<file path="src/hdl/spc_pkg.sv">
// Functional notes
// - Enable sequence 3D 2A 7F A9 sets protection
// - Disable sequence 3D 2A 7F 9A clears protection
// - Enabled protection refuses protected sector operations
// - Software protection starts cleared after power-up
// - Undriven protect pin reads as deasserted
// - Low pin blocks marked sectors and register
// - Pin assertion reports protection within assert delay
// - Pin release drops hardware-only protection
// - Software enable survives pin release
// - Disable ignored while protect pin asserted
// - Pin only forces protection, never releases
// - Protect pin filtered against short pulses
// - Status bit shows protection from either method
// - High pin leaves register readable and writable
// - Sixteen sector bytes, FFh protected, 00h not
package spc_pkg;

	// ----------------------------------------
	// Command sequence
	// ----------------------------------------
	localparam logic [7:0] SPC_CMD_BYTE0 = 8'h3D;
	localparam logic [7:0] SPC_CMD_BYTE1 = 8'h2A;
	localparam logic [7:0] SPC_CMD_BYTE2 = 8'h7F;
	localparam logic [7:0] SPC_CMD_ENABLE = 8'hA9;
	localparam logic [7:0] SPC_CMD_DISABLE = 8'h9A;
	localparam int SPC_CMD_BITS = 32;

	// ----------------------------------------
	// Protection register layout
	// ----------------------------------------
	localparam int SPC_SECTORS = 16;
	localparam int SPC_SECTOR_W = 4;
	localparam logic [7:0] SPC_SECT_PROTECTED = 8'hFF;
	localparam logic [7:0] SPC_SECT_RESET = 8'h00;

	// ----------------------------------------
	// Timing
	// ----------------------------------------
	localparam int SPC_CLK_PERIOD_NS = 10;
	localparam int SPC_PROTECT_ASSERT_DELAY_NS = 1000;
	localparam int SPC_PROTECT_RELEASE_DELAY_NS = 1000;
	// Pin to status takes three cycles beyond the filter count
	localparam int SPC_ASSERT_CYCLES =
		SPC_PROTECT_ASSERT_DELAY_NS / SPC_CLK_PERIOD_NS - 4;
	localparam int SPC_RELEASE_CYCLES =
		SPC_PROTECT_RELEASE_DELAY_NS / SPC_CLK_PERIOD_NS - 4;

	// ----------------------------------------
	// Operation checker states
	// ----------------------------------------
	typedef enum logic [1:0] {
		SPC_OP_IDLE = 2'b00,
		SPC_OP_CHECK = 2'b01,
		SPC_OP_ANSWER = 2'b10
	} spc_op_state_t;

endpackage : spc_pkg

</file>
<file path="src/hdl/spc_sector_protect.sv">
module spc_sector_protect
	import spc_pkg::*;
#(
	parameter int SECTORS = SPC_SECTORS,
	parameter int ASSERT_CYCLES = SPC_ASSERT_CYCLES,
	parameter int RELEASE_CYCLES = SPC_RELEASE_CYCLES
) (
	input wire logic clock,
	input wire logic rst,
	input wire logic spi_sck,
	input wire logic spi_cs_n,
	input wire logic spi_si,
	input wire logic wp_n,
	input wire logic op_req,
	input wire logic op_target_reg,
	input wire logic [$clog2(SECTORS)-1:0] op_sector,
	input wire logic sect_we,
	input wire logic [$clog2(SECTORS)-1:0] sect_wr_idx,
	input wire logic [7:0] sect_wr_data,
	input wire logic [$clog2(SECTORS)-1:0] sect_rd_idx,
	output logic [7:0] sect_rd_data,
	output logic op_grant,
	output logic op_refuse,
	output logic op_ready,
	output logic prot_enabled,
	output logic sw_prot_enabled,
	output logic wp_active,
	output logic sect_reg_locked
);

	localparam int IDX_W = $clog2(SECTORS);
	localparam int BITCNT_W = 6;

	generate
		if (SECTORS < 2 || SECTORS > 256) begin : g_bad_sectors
			$error("spc_sector_protect: sector count out of range");
		end
		// Index ports carry no spare codes, so the count must fill them
		if ((SECTORS & (SECTORS - 1)) != 0) begin : g_bad_pow2
			$error("spc_sector_protect: sector count must be a power of two");
		end
		if (ASSERT_CYCLES < 1 || RELEASE_CYCLES < 1) begin : g_bad_filter
			$error("spc_sector_protect: filter lengths must be at least one cycle");
		end
		// Saturated count must sit above a full frame to reject long ones
		if (SPC_CMD_BITS >= (1 << BITCNT_W) - 1) begin : g_bad_bitcnt
			$error("spc_sector_protect: bit counter too narrow for the frame");
		end
	endgenerate

	// ----------------------------------------
	// Pin synchronisers
	// ----------------------------------------
	logic sck_s1_reg;
	logic sck_s2_reg;
	logic sck_d_reg;
	logic cs_s1_reg;
	logic cs_s2_reg;
	logic cs_d_reg;
	logic si_s1_reg;
	logic si_s2_reg;

	always_ff @(posedge clock) begin
		if (rst) begin
			sck_s1_reg <= 1'b0;
			sck_s2_reg <= 1'b0;
			sck_d_reg <= 1'b0;
			cs_s1_reg <= 1'b1;
			cs_s2_reg <= 1'b1;
			cs_d_reg <= 1'b1;
			si_s1_reg <= 1'b0;
			si_s2_reg <= 1'b0;
		end else begin
			sck_s1_reg <= spi_sck;
			sck_s2_reg <= sck_s1_reg;
			sck_d_reg <= sck_s2_reg;
			cs_s1_reg <= spi_cs_n;
			cs_s2_reg <= cs_s1_reg;
			cs_d_reg <= cs_s2_reg;
			si_s1_reg <= spi_si;
			si_s2_reg <= si_s1_reg;
		end
	end

	logic sck_rise;
	logic cs_fall;
	logic cs_rise;

	// Mode 0 and mode 3 both sample on the rising edge
	assign sck_rise = sck_s2_reg && !sck_d_reg && !cs_s2_reg;
	assign cs_fall = !cs_s2_reg && cs_d_reg;
	assign cs_rise = cs_s2_reg && !cs_d_reg;

	// ----------------------------------------
	// Command shifter
	// ----------------------------------------
	logic [SPC_CMD_BITS-1:0] shift_reg;
	logic [BITCNT_W-1:0] bitcnt_reg;

	// Shifts freely; only the bit count decides whether a frame is valid
	always_ff @(posedge clock) begin
		if (rst) begin
			shift_reg <= '0;
		end else if (sck_rise) begin
			shift_reg <= {shift_reg[SPC_CMD_BITS-2:0], si_s2_reg};
		end
	end

	// Saturates so that a longer frame never matches
	always_ff @(posedge clock) begin
		if (rst || cs_fall) begin
			bitcnt_reg <= '0;
		end else if (sck_rise && bitcnt_reg != '1) begin
			bitcnt_reg <= bitcnt_reg + BITCNT_W'(1);
		end
	end

	logic prefix_ok;
	logic frame_exact;
	logic cmd_enable;
	logic cmd_disable;

	assign prefix_ok = shift_reg[31:24] == SPC_CMD_BYTE0
		&& shift_reg[23:16] == SPC_CMD_BYTE1
		&& shift_reg[15:8] == SPC_CMD_BYTE2;
	assign frame_exact = bitcnt_reg == BITCNT_W'(SPC_CMD_BITS);
	// Acts only on chip select release after exactly four bytes
	assign cmd_enable = cs_rise && frame_exact && prefix_ok
		&& shift_reg[7:0] == SPC_CMD_ENABLE;
	assign cmd_disable = cs_rise && frame_exact && prefix_ok
		&& shift_reg[7:0] == SPC_CMD_DISABLE;

	// ----------------------------------------
	// Protect pin
	// ----------------------------------------
	logic hw_prot;

	spc_wp_filter #(
		.ASSERT_CYCLES(ASSERT_CYCLES),
		.RELEASE_CYCLES(RELEASE_CYCLES)
	) u_wp_filter (
		.clock(clock),
		.rst(rst),
		.wp_n_pin(wp_n),
		.wp_asserted(hw_prot)
	);

	// ----------------------------------------
	// Protection state
	// ----------------------------------------
	logic sw_en_reg;

	// Reset models power-up: software protection off
	always_ff @(posedge clock) begin
		if (rst) begin
			sw_en_reg <= 1'b0;
		end else if (cmd_enable) begin
			sw_en_reg <= 1'b1; // Taken even with pin low
		end else if (cmd_disable && !hw_prot) begin
			sw_en_reg <= 1'b0;
		end
	end

	logic prot_now;

	// Pin only adds protection, software state is never touched by it
	assign prot_now = sw_en_reg || hw_prot;

	// ----------------------------------------
	// Status outputs
	// ----------------------------------------
	logic prot_reg;
	logic sw_reg;
	logic wp_reg;

	always_ff @(posedge clock) begin
		if (rst) begin
			prot_reg <= 1'b0;
			sw_reg <= 1'b0;
			wp_reg <= 1'b0;
		end else begin
			prot_reg <= prot_now;
			sw_reg <= sw_en_reg;
			wp_reg <= hw_prot;
		end
	end

	// ----------------------------------------
	// Sector protection bytes
	// ----------------------------------------
	logic [7:0] sect_mem [SECTORS];
	logic [SECTORS-1:0] sect_marked;

	// Register writes refused while the pin is asserted
	always_ff @(posedge clock) begin
		if (rst) begin
			for (int i = 0; i < SECTORS; i++) begin
				sect_mem[i] <= SPC_SECT_RESET;
			end
		end else if (sect_we && !hw_prot) begin
			sect_mem[sect_wr_idx] <= sect_wr_data;
		end
	end

	genvar g;
	generate
		for (g = 0; g < SECTORS; g++) begin : g_marked
			assign sect_marked[g] = sect_mem[g] == SPC_SECT_PROTECTED;
		end
	endgenerate

	// ----------------------------------------
	// Read port
	// ----------------------------------------
	logic [7:0] rd_reg;
	logic lock_reg;

	// Readable whatever the pin or software state
	always_ff @(posedge clock) begin
		if (rst) begin
			rd_reg <= SPC_SECT_RESET;
			lock_reg <= 1'b0;
		end else begin
			rd_reg <= sect_mem[sect_rd_idx];
			lock_reg <= hw_prot;
		end
	end

	// ----------------------------------------
	// Program and erase gate
	// ----------------------------------------
	spc_op_state_t op_state_reg;
	logic op_target_hold_reg;
	logic [IDX_W-1:0] op_sector_hold_reg;
	logic op_block_reg;
	logic grant_reg;
	logic refuse_reg;
	logic ready_reg;

	logic block_now;

	// Register itself is blocked only by the pin
	assign block_now = op_target_hold_reg ? hw_prot
		: (prot_now && sect_marked[op_sector_hold_reg]);

	// Target is latched at the request so later input changes cannot steer it
	always_ff @(posedge clock) begin
		if (rst) begin
			op_state_reg <= SPC_OP_IDLE;
			op_target_hold_reg <= 1'b0;
			op_sector_hold_reg <= '0;
			op_block_reg <= 1'b0;
		end else begin
			case (op_state_reg)
				SPC_OP_IDLE: begin
					if (op_req) begin
						op_target_hold_reg <= op_target_reg;
						op_sector_hold_reg <= op_sector;
						op_state_reg <= SPC_OP_CHECK;
					end
				end
				SPC_OP_CHECK: begin
					op_block_reg <= block_now;
					op_state_reg <= SPC_OP_ANSWER;
				end
				SPC_OP_ANSWER: begin
					op_state_reg <= SPC_OP_IDLE;
				end
				default: begin
					op_state_reg <= SPC_OP_IDLE;
				end
			endcase
		end
	end

	// A refusal never starts a cycle; op_ready returns the cycle after op_refuse, as after a grant
	always_ff @(posedge clock) begin
		if (rst) begin
			grant_reg <= 1'b0;
			refuse_reg <= 1'b0;
			ready_reg <= 1'b1;
		end else begin
			grant_reg <= op_state_reg == SPC_OP_ANSWER && !op_block_reg;
			refuse_reg <= op_state_reg == SPC_OP_ANSWER && op_block_reg;
			ready_reg <= op_state_reg == SPC_OP_IDLE && !op_req;
		end
	end

	// ----------------------------------------
	// Outputs
	// ----------------------------------------
	assign sect_rd_data = rd_reg;
	assign op_grant = grant_reg;
	assign op_refuse = refuse_reg;
	assign op_ready = ready_reg;
	assign prot_enabled = prot_reg;
	assign sw_prot_enabled = sw_reg;
	assign wp_active = wp_reg;
	assign sect_reg_locked = lock_reg;

endmodule : spc_sector_protect

</file>
<file path="src/hdl/spc_wp_filter.sv">
module spc_wp_filter
	import spc_pkg::*;
#(
	parameter int ASSERT_CYCLES = SPC_ASSERT_CYCLES,
	parameter int RELEASE_CYCLES = SPC_RELEASE_CYCLES
) (
	input wire logic clock,
	input wire logic rst,
	input wire logic wp_n_pin,
	output logic wp_asserted
);

	localparam int CNT_W = $clog2(ASSERT_CYCLES + RELEASE_CYCLES + 2);

	generate
		if (ASSERT_CYCLES < 1 || RELEASE_CYCLES < 1) begin : g_bad
			$error("spc_wp_filter: filter lengths must be at least one cycle");
		end
	endgenerate

	logic sync1_reg;
	logic sync2_reg;
	logic [CNT_W-1:0] stable_reg;
	logic asserted_reg;
	logic differs;
	logic [CNT_W-1:0] limit;

	// ----------------------------------------
	// Synchroniser
	// ----------------------------------------
	always_ff @(posedge clock) begin
		if (rst) begin
			sync1_reg <= 1'b1;
			sync2_reg <= 1'b1;
		end else begin
			sync1_reg <= wp_n_pin;
			sync2_reg <= sync1_reg;
		end
	end

	// ----------------------------------------
	// Noise filter
	// ----------------------------------------
	assign differs = (~sync2_reg) != asserted_reg;
	assign limit = asserted_reg ? CNT_W'(RELEASE_CYCLES) : CNT_W'(ASSERT_CYCLES);

	// Level must differ for the full count before it is taken
	always_ff @(posedge clock) begin
		if (rst) begin
			stable_reg <= '0;
			asserted_reg <= 1'b0; // Pulled-up pin starts deasserted
		end else if (!differs) begin
			stable_reg <= '0;
		end else if (stable_reg + CNT_W'(1) >= limit) begin
			stable_reg <= '0;
			asserted_reg <= ~asserted_reg;
		end else begin
			stable_reg <= stable_reg + CNT_W'(1);
		end
	end

	assign wp_asserted = asserted_reg;

endmodule : spc_wp_filter

</file>
<file path="config.mk">
export PLATFORM = sky130hd
export DESIGN_NAME = spc_sector_protect
export DESIGN_NICKNAME = d
export VERILOG_FILES = /design/src/hdl/spc_pkg.sv /design/src/hdl/spc_sector_protect.sv /design/src/hdl/spc_wp_filter.sv
export SDC_FILE = /design/constraint.sdc
export NUM_CORES = 1
export LEC_CHECK = 0
export BUFFER_PORTS_ARGS = -buffer_cell sky130_fd_sc_hd__clkbuf_2
export CAP_MARGIN = 20
export CORE_MARGIN = 5
export CORE_UTILIZATION = 60
export CTS_CLUSTER_DIAMETER = 100
export CTS_CLUSTER_SIZE = 16
export DETAILED_ROUTE_END_ITERATION = 7
export GPL_TIMING_DRIVEN = 0
export PLACE_DENSITY = 0.78
export SLEW_MARGIN = 10
export SYNTH_ARGS = -nofsm -noshare
export SYNTH_HDL_FRONTEND = slang
export SYNTH_SLANG_ARGS = --single-unit
</file>
<file path="constraint.sdc">
create_clock -name clock -period 2.74 [get_ports clock]
set_clock_uncertainty 0.1 [all_clocks]
set_input_delay 0.548 -clock clock [delete_from_list [all_inputs] [get_ports clock]]
set_output_delay 0.548 -clock clock [all_outputs]
set_load 0.05 [all_outputs]
</file>
; Word-level counts from Yosys, hierarchy flattened
; Memories as Yosys holds them, arrays and structs flattened. A register that Yosys moved wholly into a read port is not among the register bits.
; Index checks and enable logic that the tools add are counted.
[totals]
regBits = 72
ram_bits = 128
in_bits = 29
wordCells = 106
memories = 1
[mem_list]
columns = name, words, width, rd, rd_clocked_by_memory_dff, wr, line_no
row1 = sect_mem, 16, 8, 17, 1, 16, spc_sector_protect.sv:191  ; logic [7:0] sect_mem [SECTORS];
[classes]
n_addsub = 2
n_lt_le_gt_ge = 2
n_eq_ne = 27
n_mux = 15
bitwise_logic = 3
reduce_logical = 31
[ops]
columns = operator, n
row1 = $eq 8x8->1 const B, 18
row2 = $logic_and 1x1->1, 17
row3 = $eq 8x6->1 const B, 2
row4 = $mux 1, 10
row5 = $add 8x1->8 const B, 1
row6 = $eq 8x7->1 const B, 1
row7 = $ge 8x7->1 const B, 1
row8 = $mux 8, 1
row9 = $reduce_or 8->1, 1
row10 = $add 6x1->6 const B, 1
row11 = $eq 6x6->1 const B, 1
row12 = $logic_not 1->1, 6
row13 = $ne 6x6->1 const B, 1
row14 = $lt 4x5->1 const B, 1
row15 = $bmux 1 s4, 1
row16 = $mux 4, 1
row17 = $pmux 2 s2, 1
row18 = $reduce_and 2->1, 2
row19 = $not 1->1, 3
row20 = $reduce_or 3->1, 1
row21 = $eq 2x1->1 const B, 1
row22 = $eq 2x2->1 const B, 1
row23 = $logic_not 2->1, 1
row24 = $logic_or 1x1->1, 2
row25 = 4 further kinds, 4

; Longest topological paths before layout
; Gate-level depths: netlist of run 1.
[depth]
ltp_word = 8
ltp_mapped = 7
ltp_nobuf = 7

; By module
; A second synthesis of run 1 with hierarchy kept.
[unflattened]
cells_unflattened = 747
area_unflattened_um2 = 9245.1
[by_module_without_submodules]
columns = module, instances, cells_per_inst, area_each_um2, seq_area_each_um2
row1 = spc_sector_protect, 1, 698, 8804.7, 5225.0
row2 = spc_wp_filter, 1, 49, 440.4, 220.2

; Least setup slack after synthesis of run 1
; Ideal clock, no wire load.
[synth_path]
path_type = input port to flip-flop
from = input sect_rd_idx[0]
to = register rd_reg[0], in the netlist sect_rd_data[0] (read register of sect_mem)
setup_ns = 0.127
t_arrival_ns = 1.901
path_slack_ns = 0.612
stages = 5
path_buffers = 2
cell_sequence = buf_6 > buf_8 > mux4_1 > mux4_2 > nor2b_4
[synth_lines]
columns = element, line_no
row1 = start: declaration, spc_sector_protect.sv:20  ; input wire logic [$clog2(SECTORS)-1:0] sect_rd_idx,
row2 = end: declaration, spc_sector_protect.sv:215  ; logic [7:0] rd_reg;

==> out/results.ini, run 1 <==
[run_status]
outcome = completed

[clock_network]
clockRootBuffer = clkbuf_16
cts_max_level = 1
cts_made_buffers = 16
clk_latency_ps = 480
hold_buffers = 0
cts_resized = 0
cts_tree = done
clk_pin_slew_ps = 70
post_cts_buffers = 0
cts_max_path_buffers = 3
clock_sinks = 208

[yosys]
synthFlopType = edfxtp_1
synth_commonest_cells = 128 x and2_1, 128 x edfxtp_1, 80 x dfxtp_1, 78 x nand2_1, 41 x nor2_1
async_flop_share = 0
avgSynthCellArea_um2 = 12.43
synth_nets = 779
synth_top_cell_area_share = 0.4140
synthDistinctLibCells = 51
yosysSeqAreaShare = 0.5865
synth-warning-count = 0
synth.area.top_cells = edfxtp_1 41%, dfxtp_1 17%, and2_1 8.6%, mux4_1 6.8%, mux4_2 3.9%
ys_seq_elements = 208
synth_top_cell_by_area = edfxtp_1
synth_cells = 747
synth-edff-count = 128
syn_area_um2 = 9284

[layout]
fin_area_um2 = 10180
drive_gt1_frac = 0.1132
finalNetCount = 837
n_fill_cell = 1090
syn_to_final_growth_pct = 9.690
largest_reg_flops = 128
instances_no_fill = 1001
fin_util = 0.6699
diodes = 0

[setup_path]
worstPathMaxFanout = 9
critPathKind = reg -> reg
regToRegSetupSlack_ps = 260
cp.arrival_ps = 2520
end_kind = flop
slowest_delay_ps = 570
cp_top_family = simple AND/OR/NAND/NOR gates
worst-path-buf-inv = 1
required_ps = 2790
slowest_stage = nor3_1
start_kind = flop
crit_chain = clkbuf_1, nor3b_1, nand3b_1, nor3_1, or2_1

[die]
pin_count = 44
fp.dieW_um = 134.4
rows = 45
initial_utilization = 0.6107
die_height_um = 134.4
die_area_um2 = 18060
core_area_um2 = 15200

[drt]
wl_um = 21780
vias_per_cell = 6.275
drc_errors = 0
dr_wl_met3_um = 1935
wl_per_cell_um = 21.76
highest_layer = met5
drtAntennaViolNets = 0
met2_length_um = 10660
dr.first_iter.drc_count = 499
vias = 6281
first_pass_iters = 5
drt-met1-wl_um = 8187

[sta]
maxSlewHeadroom = 0.4690
worstMarginPinSlew_ps = 790.5
min_period_ps = 2477
setup_viol = 0
rsz0062_at_grt = false
final_hold_viol_count = 0
max_clock_freq_mhz = 403.7
setup_tns_ps = 0
drv_slew = 0
finalCritPeriodShare = 0.9041

[grt]
grt.overflow.total = 0
antenna_found_initial = 1
grt_pass1_wl_um = 33490
track_usage = 0.2418
grt_pass1_vias = 6240
grt_max_degree = 18

[placement]
dp_hpwl_um = 16070
placed_cell_area_um2 = 9719
dp_cells = 975
gp_congestion = 0.9584
portBuffers = 40

[power]
total_power_mw = 6.099
leakagePower_nw = 3.688
power_density_nw_per_um2 = 598.9
vdd_drop_max_mv = 0.4350

[min_path]
hp-class = in -> reg

[run]
cap_violations = 0

[kinds of logic after synthesis]
group,Yosys count,synth area share
simple gates,384,0.2340
mux,42,0.1089
flops,208,0.5865
fa+ha+maj,3,0.004044
buf+inv,43,0.02291
other cells,1,0.0004039
compound gates,55,0.03288
xor+xnor,11,0.01038
[worst paths after layout]
path / start / to / cells past startpoint
worst max-delay path: u_wp_filter.wp_asserted / sect_mem[8][6] / 5
worst min-delay path: wp_n / u_wp_filter.sync1_reg / 2
worst max register to register: u_wp_filter.wp_asserted / sect_mem[8][6] / 5
worst min register to register: u_wp_filter.sync1_reg / u_wp_filter.sync2_reg / 1
[stage by stage]
stage                     hold slack [ps]  setup slack [ps]
after floorplan                     283.2             611.5
after global placement              289.1             24.57
after detailed placement            296.4            -53.73
after CTS                           165.3             77.23
after global routing                168.0             61.88
final                               173.0             262.9
[placed cells by master (no fill, tap or decap), drive strengths merged, types with 2 or more instances in the layout]
cell type,instances
dfxtp,80
nand2b,4
or2,23
a31oi,2
nor3b,4
mux2i,2
inv,7
nor2,41
nand4,35
a21oi,39
mux4,40
clkbuf,91
o21ai,8
nor3,25
and2,128
edfxtp,128
or4,2
nand3,6
nor4b,2
nand3b,3
xor2,9
and3,4
nor2b,17
xnor2,2
nand2,78
ha,3
nand4b,5
nor4,3
buf,11
[layer usage]
layer  up-vias  track usage
met1      3080       0.2973
li1       2832            -
met3        73      0.05776
met5         -            0
met2       294       0.4115
met4         2       0.1012
[where the power goes]
part	internal, mW	switching [mW]
registers	3.41	0.0627
logic	0.170	0.277
clock network	1.15	1.03
total	4.73	1.37
[cell type report]
class	count	area (µm²)	share of cell area
Sequential cell	208	5445	0.5347
Buffer	36	186.4	0.01831
Tap cell	188	235.2	0.02310
Timing Repair Buffer	40	200.2	0.01966
Inverter	7	26.28	0.002580
Clock buffer	26	459.2	0.04509
Multi-Input combinational cell	496	3631	0.3566
No activity file was read; power rests on OpenSTA's default activity.
==> inputs of run 2 (changes only) <==
--- a/config.mk
+++ b/config.mk
@@ -14,6 +14,7 @@
 export DETAILED_ROUTE_END_ITERATION = 7
 export GPL_TIMING_DRIVEN = 0
 export PLACE_DENSITY = 0.78
+export REMOVE_ABC_BUFFERS = 1
 export SLEW_MARGIN = 10
 export SYNTH_ARGS = -nofsm -noshare
 export SYNTH_HDL_FRONTEND = slang
==> run 2 against run 1 <==
Effect of this change:
- register-to-register slack improved by 97 ps
- via count decreased by 3.8%
- sequential share of layout area increased by 0.54 points
- critical endpoint is now sect_mem[13][3]
- die area unchanged
- clock-buffer cell count increased by 1
- clock power about the same
- maximum frequency decreased by 1.2%
- sequential cell count unchanged
- wire length decreased by 7.9%
- critical path type is now in -> reg
- first-iteration DRC count increased by 11%
- cell count decreased by 2.9%
- highest routed layer is now met4
- largest power group unchanged
==> out/results.ini, run 2 (synthesis gave the netlist of run 1 again) <==
[grt]
grt_pass1_wl_um = 31930
grt_pass1_vias = 5993
grt.overflow.total = 0
antenna_found_initial = 0
grt_max_degree = 66
track_usage = 0.2249

[placement]
dp_hpwl_um = 13860
placed_cell_area_um2 = 9598
portBuffers = 43
gp_congestion = 0.8721

[drt]
vias_per_cell = 6.215
wl_per_cell_um = 20.64
drc_errors = 0
met2_length_um = 9553
first_pass_iters = 5
wl_um = 20060
vias = 6041
highest_layer = met4
drtAntennaViolNets = 0
drt-met1-wl_um = 8157
dr_wl_met3_um = 1666
dr.first_iter.drc_count = 556

[die]
die_area_um2 = 18060
initial_utilization = 0.6107
pin_count = 44
rows = 45
fp.dieW_um = 134.4
die_height_um = 134.4
core_area_um2 = 15200

[sta]
worstMarginPinSlew_ps = 1065
rsz0062_at_grt = false
setup_viol = 0
drv_slew = 0
min_period_ps = 2507
maxSlewHeadroom = 0.2897
max_clock_freq_mhz = 398.8
final_hold_viol_count = 0
finalCritPeriodShare = 0.9151
setup_tns_ps = 0

[setup_path]
crit_chain = clkbuf_4, buf_16, nor3b_1, nand3_1, nor2_1, or2_1
end_kind = flop
slowest_stage = nor2_1
slowest_delay_ps = 430
critPathKind = in -> reg
worst_r2r_startpoint = u_wp_filter.wp_asserted
start_kind = input port
r2r_end = sect_mem[13][3]
required_ps = 2780
worstPathMaxFanout = 65
regToRegSetupSlack_ps = 360
reg2reg_depth = 4
cp.arrival_ps = 2540

[power]
vdd_drop_max_mv = 0.3794
power_density_nw_per_um2 = 602.6
leakagePower_nw = 3.654

[min_path]
hp-class = in -> reg
hold_depth = 2
hp-start = spi_cs_n
hold_path_end = cs_s1_reg

[clock_network]
hold_buffers = 0
clk_pin_slew_ps = 70
cts_max_path_buffers = 3
clock_sinks = 208
cts_max_level = 1
clk_latency_ps = 480
clockRootBuffer = clkbuf_16
cts_made_buffers = 16
cts_tree = done

[run]
cap_violations = 0

[layout]
drive_gt1_frac = 0.1237
diodes = 0
finalNetCount = 807
syn_to_final_growth_pct = 8.585
fin_area_um2 = 10080
n_fill_cell = 1106
largest_reg_flops = 128
final_cell_mix = 128 x and2_1, 128 x edfxtp_1, 80 x dfxtp_1

[run_status]
outcome = completed

[run 2: what timing repair did]
action	in CTS	in global routing
setup buffers	0	0
setup endpoints to repair	0	38
gates resized for setup	0	5
[run 2: layout make-up]
type,instances,area (µm²),area share
Clock buffer,27,462.9,0.04592
Inverter,7,26.28,0.002606
Multi-Input combinational cell,496,3651,0.3622
Sequential cell,208,5445,0.5402
Tap cell,188,235.2,0.02333
Timing Repair Buffer,46,260.3,0.02582
[run 2: critical path, delay by kind of cell]
family	cells	cell delay, ps
buffers and inverters	2	510
and+or+nand+nor	4	1440
[run 2: report_power, final]
group          internal (mW)  leakage (nW)  switching (mW)  total (mW)
combinational          0.160          1.45           0.259       0.419
sequential              3.41          1.98          0.0635        3.48
clock                   1.15         0.221            1.03        2.18
total                   4.73          3.65            1.35        6.07
[run 2: worst max-delay path by stage]
stage | start | to | cells after the start
4_1_cts | rst | sect_mem[12][1] | 6
3_5_place_dp | rst | sect_mem[12][1] | 6
3_3_place_gp | rst | sect_mem[4][2] | 5
5_1_grt | rst | sect_mem[0][4] | 6
6_report | rst | sect_mem[13][3] | 6
2_1_floorplan | cs_s2_reg | shift_reg[0] | 3
[run 2: metrics by stage]
stage / std cells / utilization / setup WS, ps / power, mW / hold slack (ps)
2_1_floorplan: 711 / - / 238.3 / 3.752 / 283.2
4_1_cts: 972 / 0.6618 / 56.14 / 6.085 / 135.4
5_1_grt: 972 / 0.6631 / 6.814 / 6.261 / 142.7
3_3_place_gp: 942 / 0.6281 / -1105 / 3.934 / 285.2
6_report: 972 / 0.6631 / 232.8 / 6.075 / 146.5
3_5_place_dp: 945 / 0.6314 / -411.3 / 3.957 / 296.0
[run 2: per-layer routing]
metal  GRT usage  vias up
li1            -     2769
met1      0.3031     2921
met2      0.3726      293
met3     0.03976       58
met4     0.07636        0
met5           0        -
==> inputs of run 3 (changes only) <==
--- a/config.mk
+++ b/config.mk
@@ -18,4 +18,5 @@
 export SLEW_MARGIN = 10
 export SYNTH_ARGS = -nofsm -noshare
 export SYNTH_HDL_FRONTEND = slang
+export SYNTH_HIERARCHICAL = 1
 export SYNTH_SLANG_ARGS = --single-unit
==> run 3 against run 2 <==
Effect of this change:
- die area shrank 0.39%
- maximum frequency grew 1.4%
- largest power group unchanged
- worst setup slack gained 34 ps
- core utilization is essentially flat
- power is essentially flat
- critical path depth shrank 2
- sequential share of layout area grew 0.17 points
==> out/results.ini, run 3 <==
[run_status]
outcome = completed

[sta]
finalCritPeriodShare = 0.9028
max_clock_freq_mhz = 404.3
rsz0062_at_grt = false
setup_tns_ps = 0
final_hold_viol_count = 0
maxSlewHeadroom = 0.2910
worstMarginPinSlew_ps = 1064
fin_ws_ps = 266.5
setup_viol = 0
min_period_ps = 2474
drv_slew = 0
hold_ws_ps = 162.3

[die]
initial_utilization = 0.6104
rows = 45
die_height_um = 134.1
fp.dieW_um = 134.1
die_area_um2 = 17990
pin_count = 44
core_area_um2 = 15150

[grt]
grt_pass1_vias = 5859
grt_pass1_wl_um = 31810
track_usage = 0.2260
antenna_found_initial = 0
grt.overflow.total = 0
grt_max_degree = 58

[setup_path]
worstPathMaxFanout = 9
cp.arrival_ps = 2510
critPathKind = reg -> reg
start_kind = flop
end_kind = flop
required_ps = 2780

[clock_network]
cts_made_buffers = 16
clk_pin_slew_ps = 70
clk_latency_ps = 490
post_cts_buffers = 0
clock_sinks = 208
cts_max_path_buffers = 3
cts_max_level = 1
cts_tree = done
clockRootBuffer = clkbuf_16

[yosys]
synth_fa_ha_area_frac = 0.004060
synth_top_cell_area_share = 0.4158
synthFlopType = edfxtp_1
yosysSeqAreaShare = 0.5890
synth-warning-count = 6
synth_cells = 747
muxShareOfSynthArea = 0.1064
synth-edff-count = 128
synthDistinctLibCells = 53
synth-compound-area-share = 0.03370
synth.area.top_cells = edfxtp_1 42%, dfxtp_1 17%, and2_1 8.7%, mux4_2 5.6%, mux4_1 4.5%
avgSynthCellArea_um2 = 12.38
synthSimpleGateAreaFrac = 0.2320
synth_commonest_cells = 128 x and2_1, 128 x edfxtp_1, 80 x dfxtp_1, 77 x nand2_1, 41 x nor2_1
synth_top_cell_by_area = edfxtp_1
ys_seq_elements = 208
synth_top_family_by_area = simple AND/OR/NAND/NOR gates
async_flop_share = 0
syn_area_um2 = 9245
synth_xor_area_frac = 0.01042

[min_path]
hp-class = in -> reg

[drt]
vias = 5993
first_pass_iters = 5
drc_errors = 0
drtAntennaViolNets = 0
wl_per_cell_um = 20.55
dr.first_iter.drc_count = 494
vias_per_cell = 6.166
wl_um = 19980

[power]
vdd_drop_max_mv = 0.4799
total_power_mw = 6.070
leakagePower_nw = 3.598
power_density_nw_per_um2 = 604.1

[layout]
finalNetCount = 808
largest_reg_flops = 128
syn_to_final_growth_pct = 8.689
drive_gt1_frac = 0.1301
fin_util = 0.6634
diodes = 0
final_cell_mix = 128 x and2_1, 128 x edfxtp_1, 80 x dfxtp_1

[placement]
dp_hpwl_um = 14080
portBuffers = 43
post-place-ws_ps = -273.0
gp_congestion = 0.9303

[run]
cap_violations = 0

==> run 3: critical path, cell delays in order (launching register included) <==
cell and delay, ps:
dfxtp_1 470, nor4b_2 450, nand2b_1 180, nor3_1 530
or2_1 420
==> run 3: worst paths after layout <==
check / start / endpoint / slack (ps) / cells after the start
max: u_wp_filter/wp_asserted / sect_mem[0][5] / 270 / 4
max reg2reg: u_wp_filter/wp_asserted / sect_mem[0][5] / 270 / 4
min: spi_cs_n / cs_s1_reg / 160 / 2
min reg2reg: u_wp_filter/sync1_reg / u_wp_filter/sync2_reg / 320 / 1
==> run 3: cells by family after synthesis <==
family | count (synthesis)
other cells | 1
buf+inv | 44
compound gates | 55
simple gates | 383
fa+ha+maj | 3
xor+xnor | 11
flops | 208
mux | 42
==> run 3: cell type report <==
cell class | count | area (µm²)
Inverter | 8 | 30.03
Fill cell | 1052 | 5097
Tap cell | 188 | 235.2
Clock buffer | 26 | 459.2
Timing Repair Buffer | 47 | 291.5
Sequential cell | 208 | 5445
Multi-Input combinational cell | 495 | 3587
==> run 3: metal layers <==
metal  GRT usage  vias up  share of wire
li1            -     2761              -
met1      0.3057     2940           0.41
met2      0.3734      245           0.48
met3     0.05251       47          0.077
met4     0.05995        0          0.028
met5           0        -              0
==> run 3: where the power goes <==
part	leakage (nW)	internal [mW]	total (mW)	switching (mW)
combinational	1.41	0.166	0.425	0.259
sequential	1.97	3.42	3.49	0.0713
clock	0.220	1.15	2.16	1.01
==> run 3: through the flow <==
step	cells	cell area, µm²
floorplan	711	9052
global placement	942	9503
detailed placement	945	9557
CTS	971	10020
global route	972	10050
finish	972	10050
==> run 3: repair_timing <==
action / CTS / global route
hold buffers: 0 / 0
gates resized for setup: 0 / 1
endpoints found under the setup margin: 0 / 8
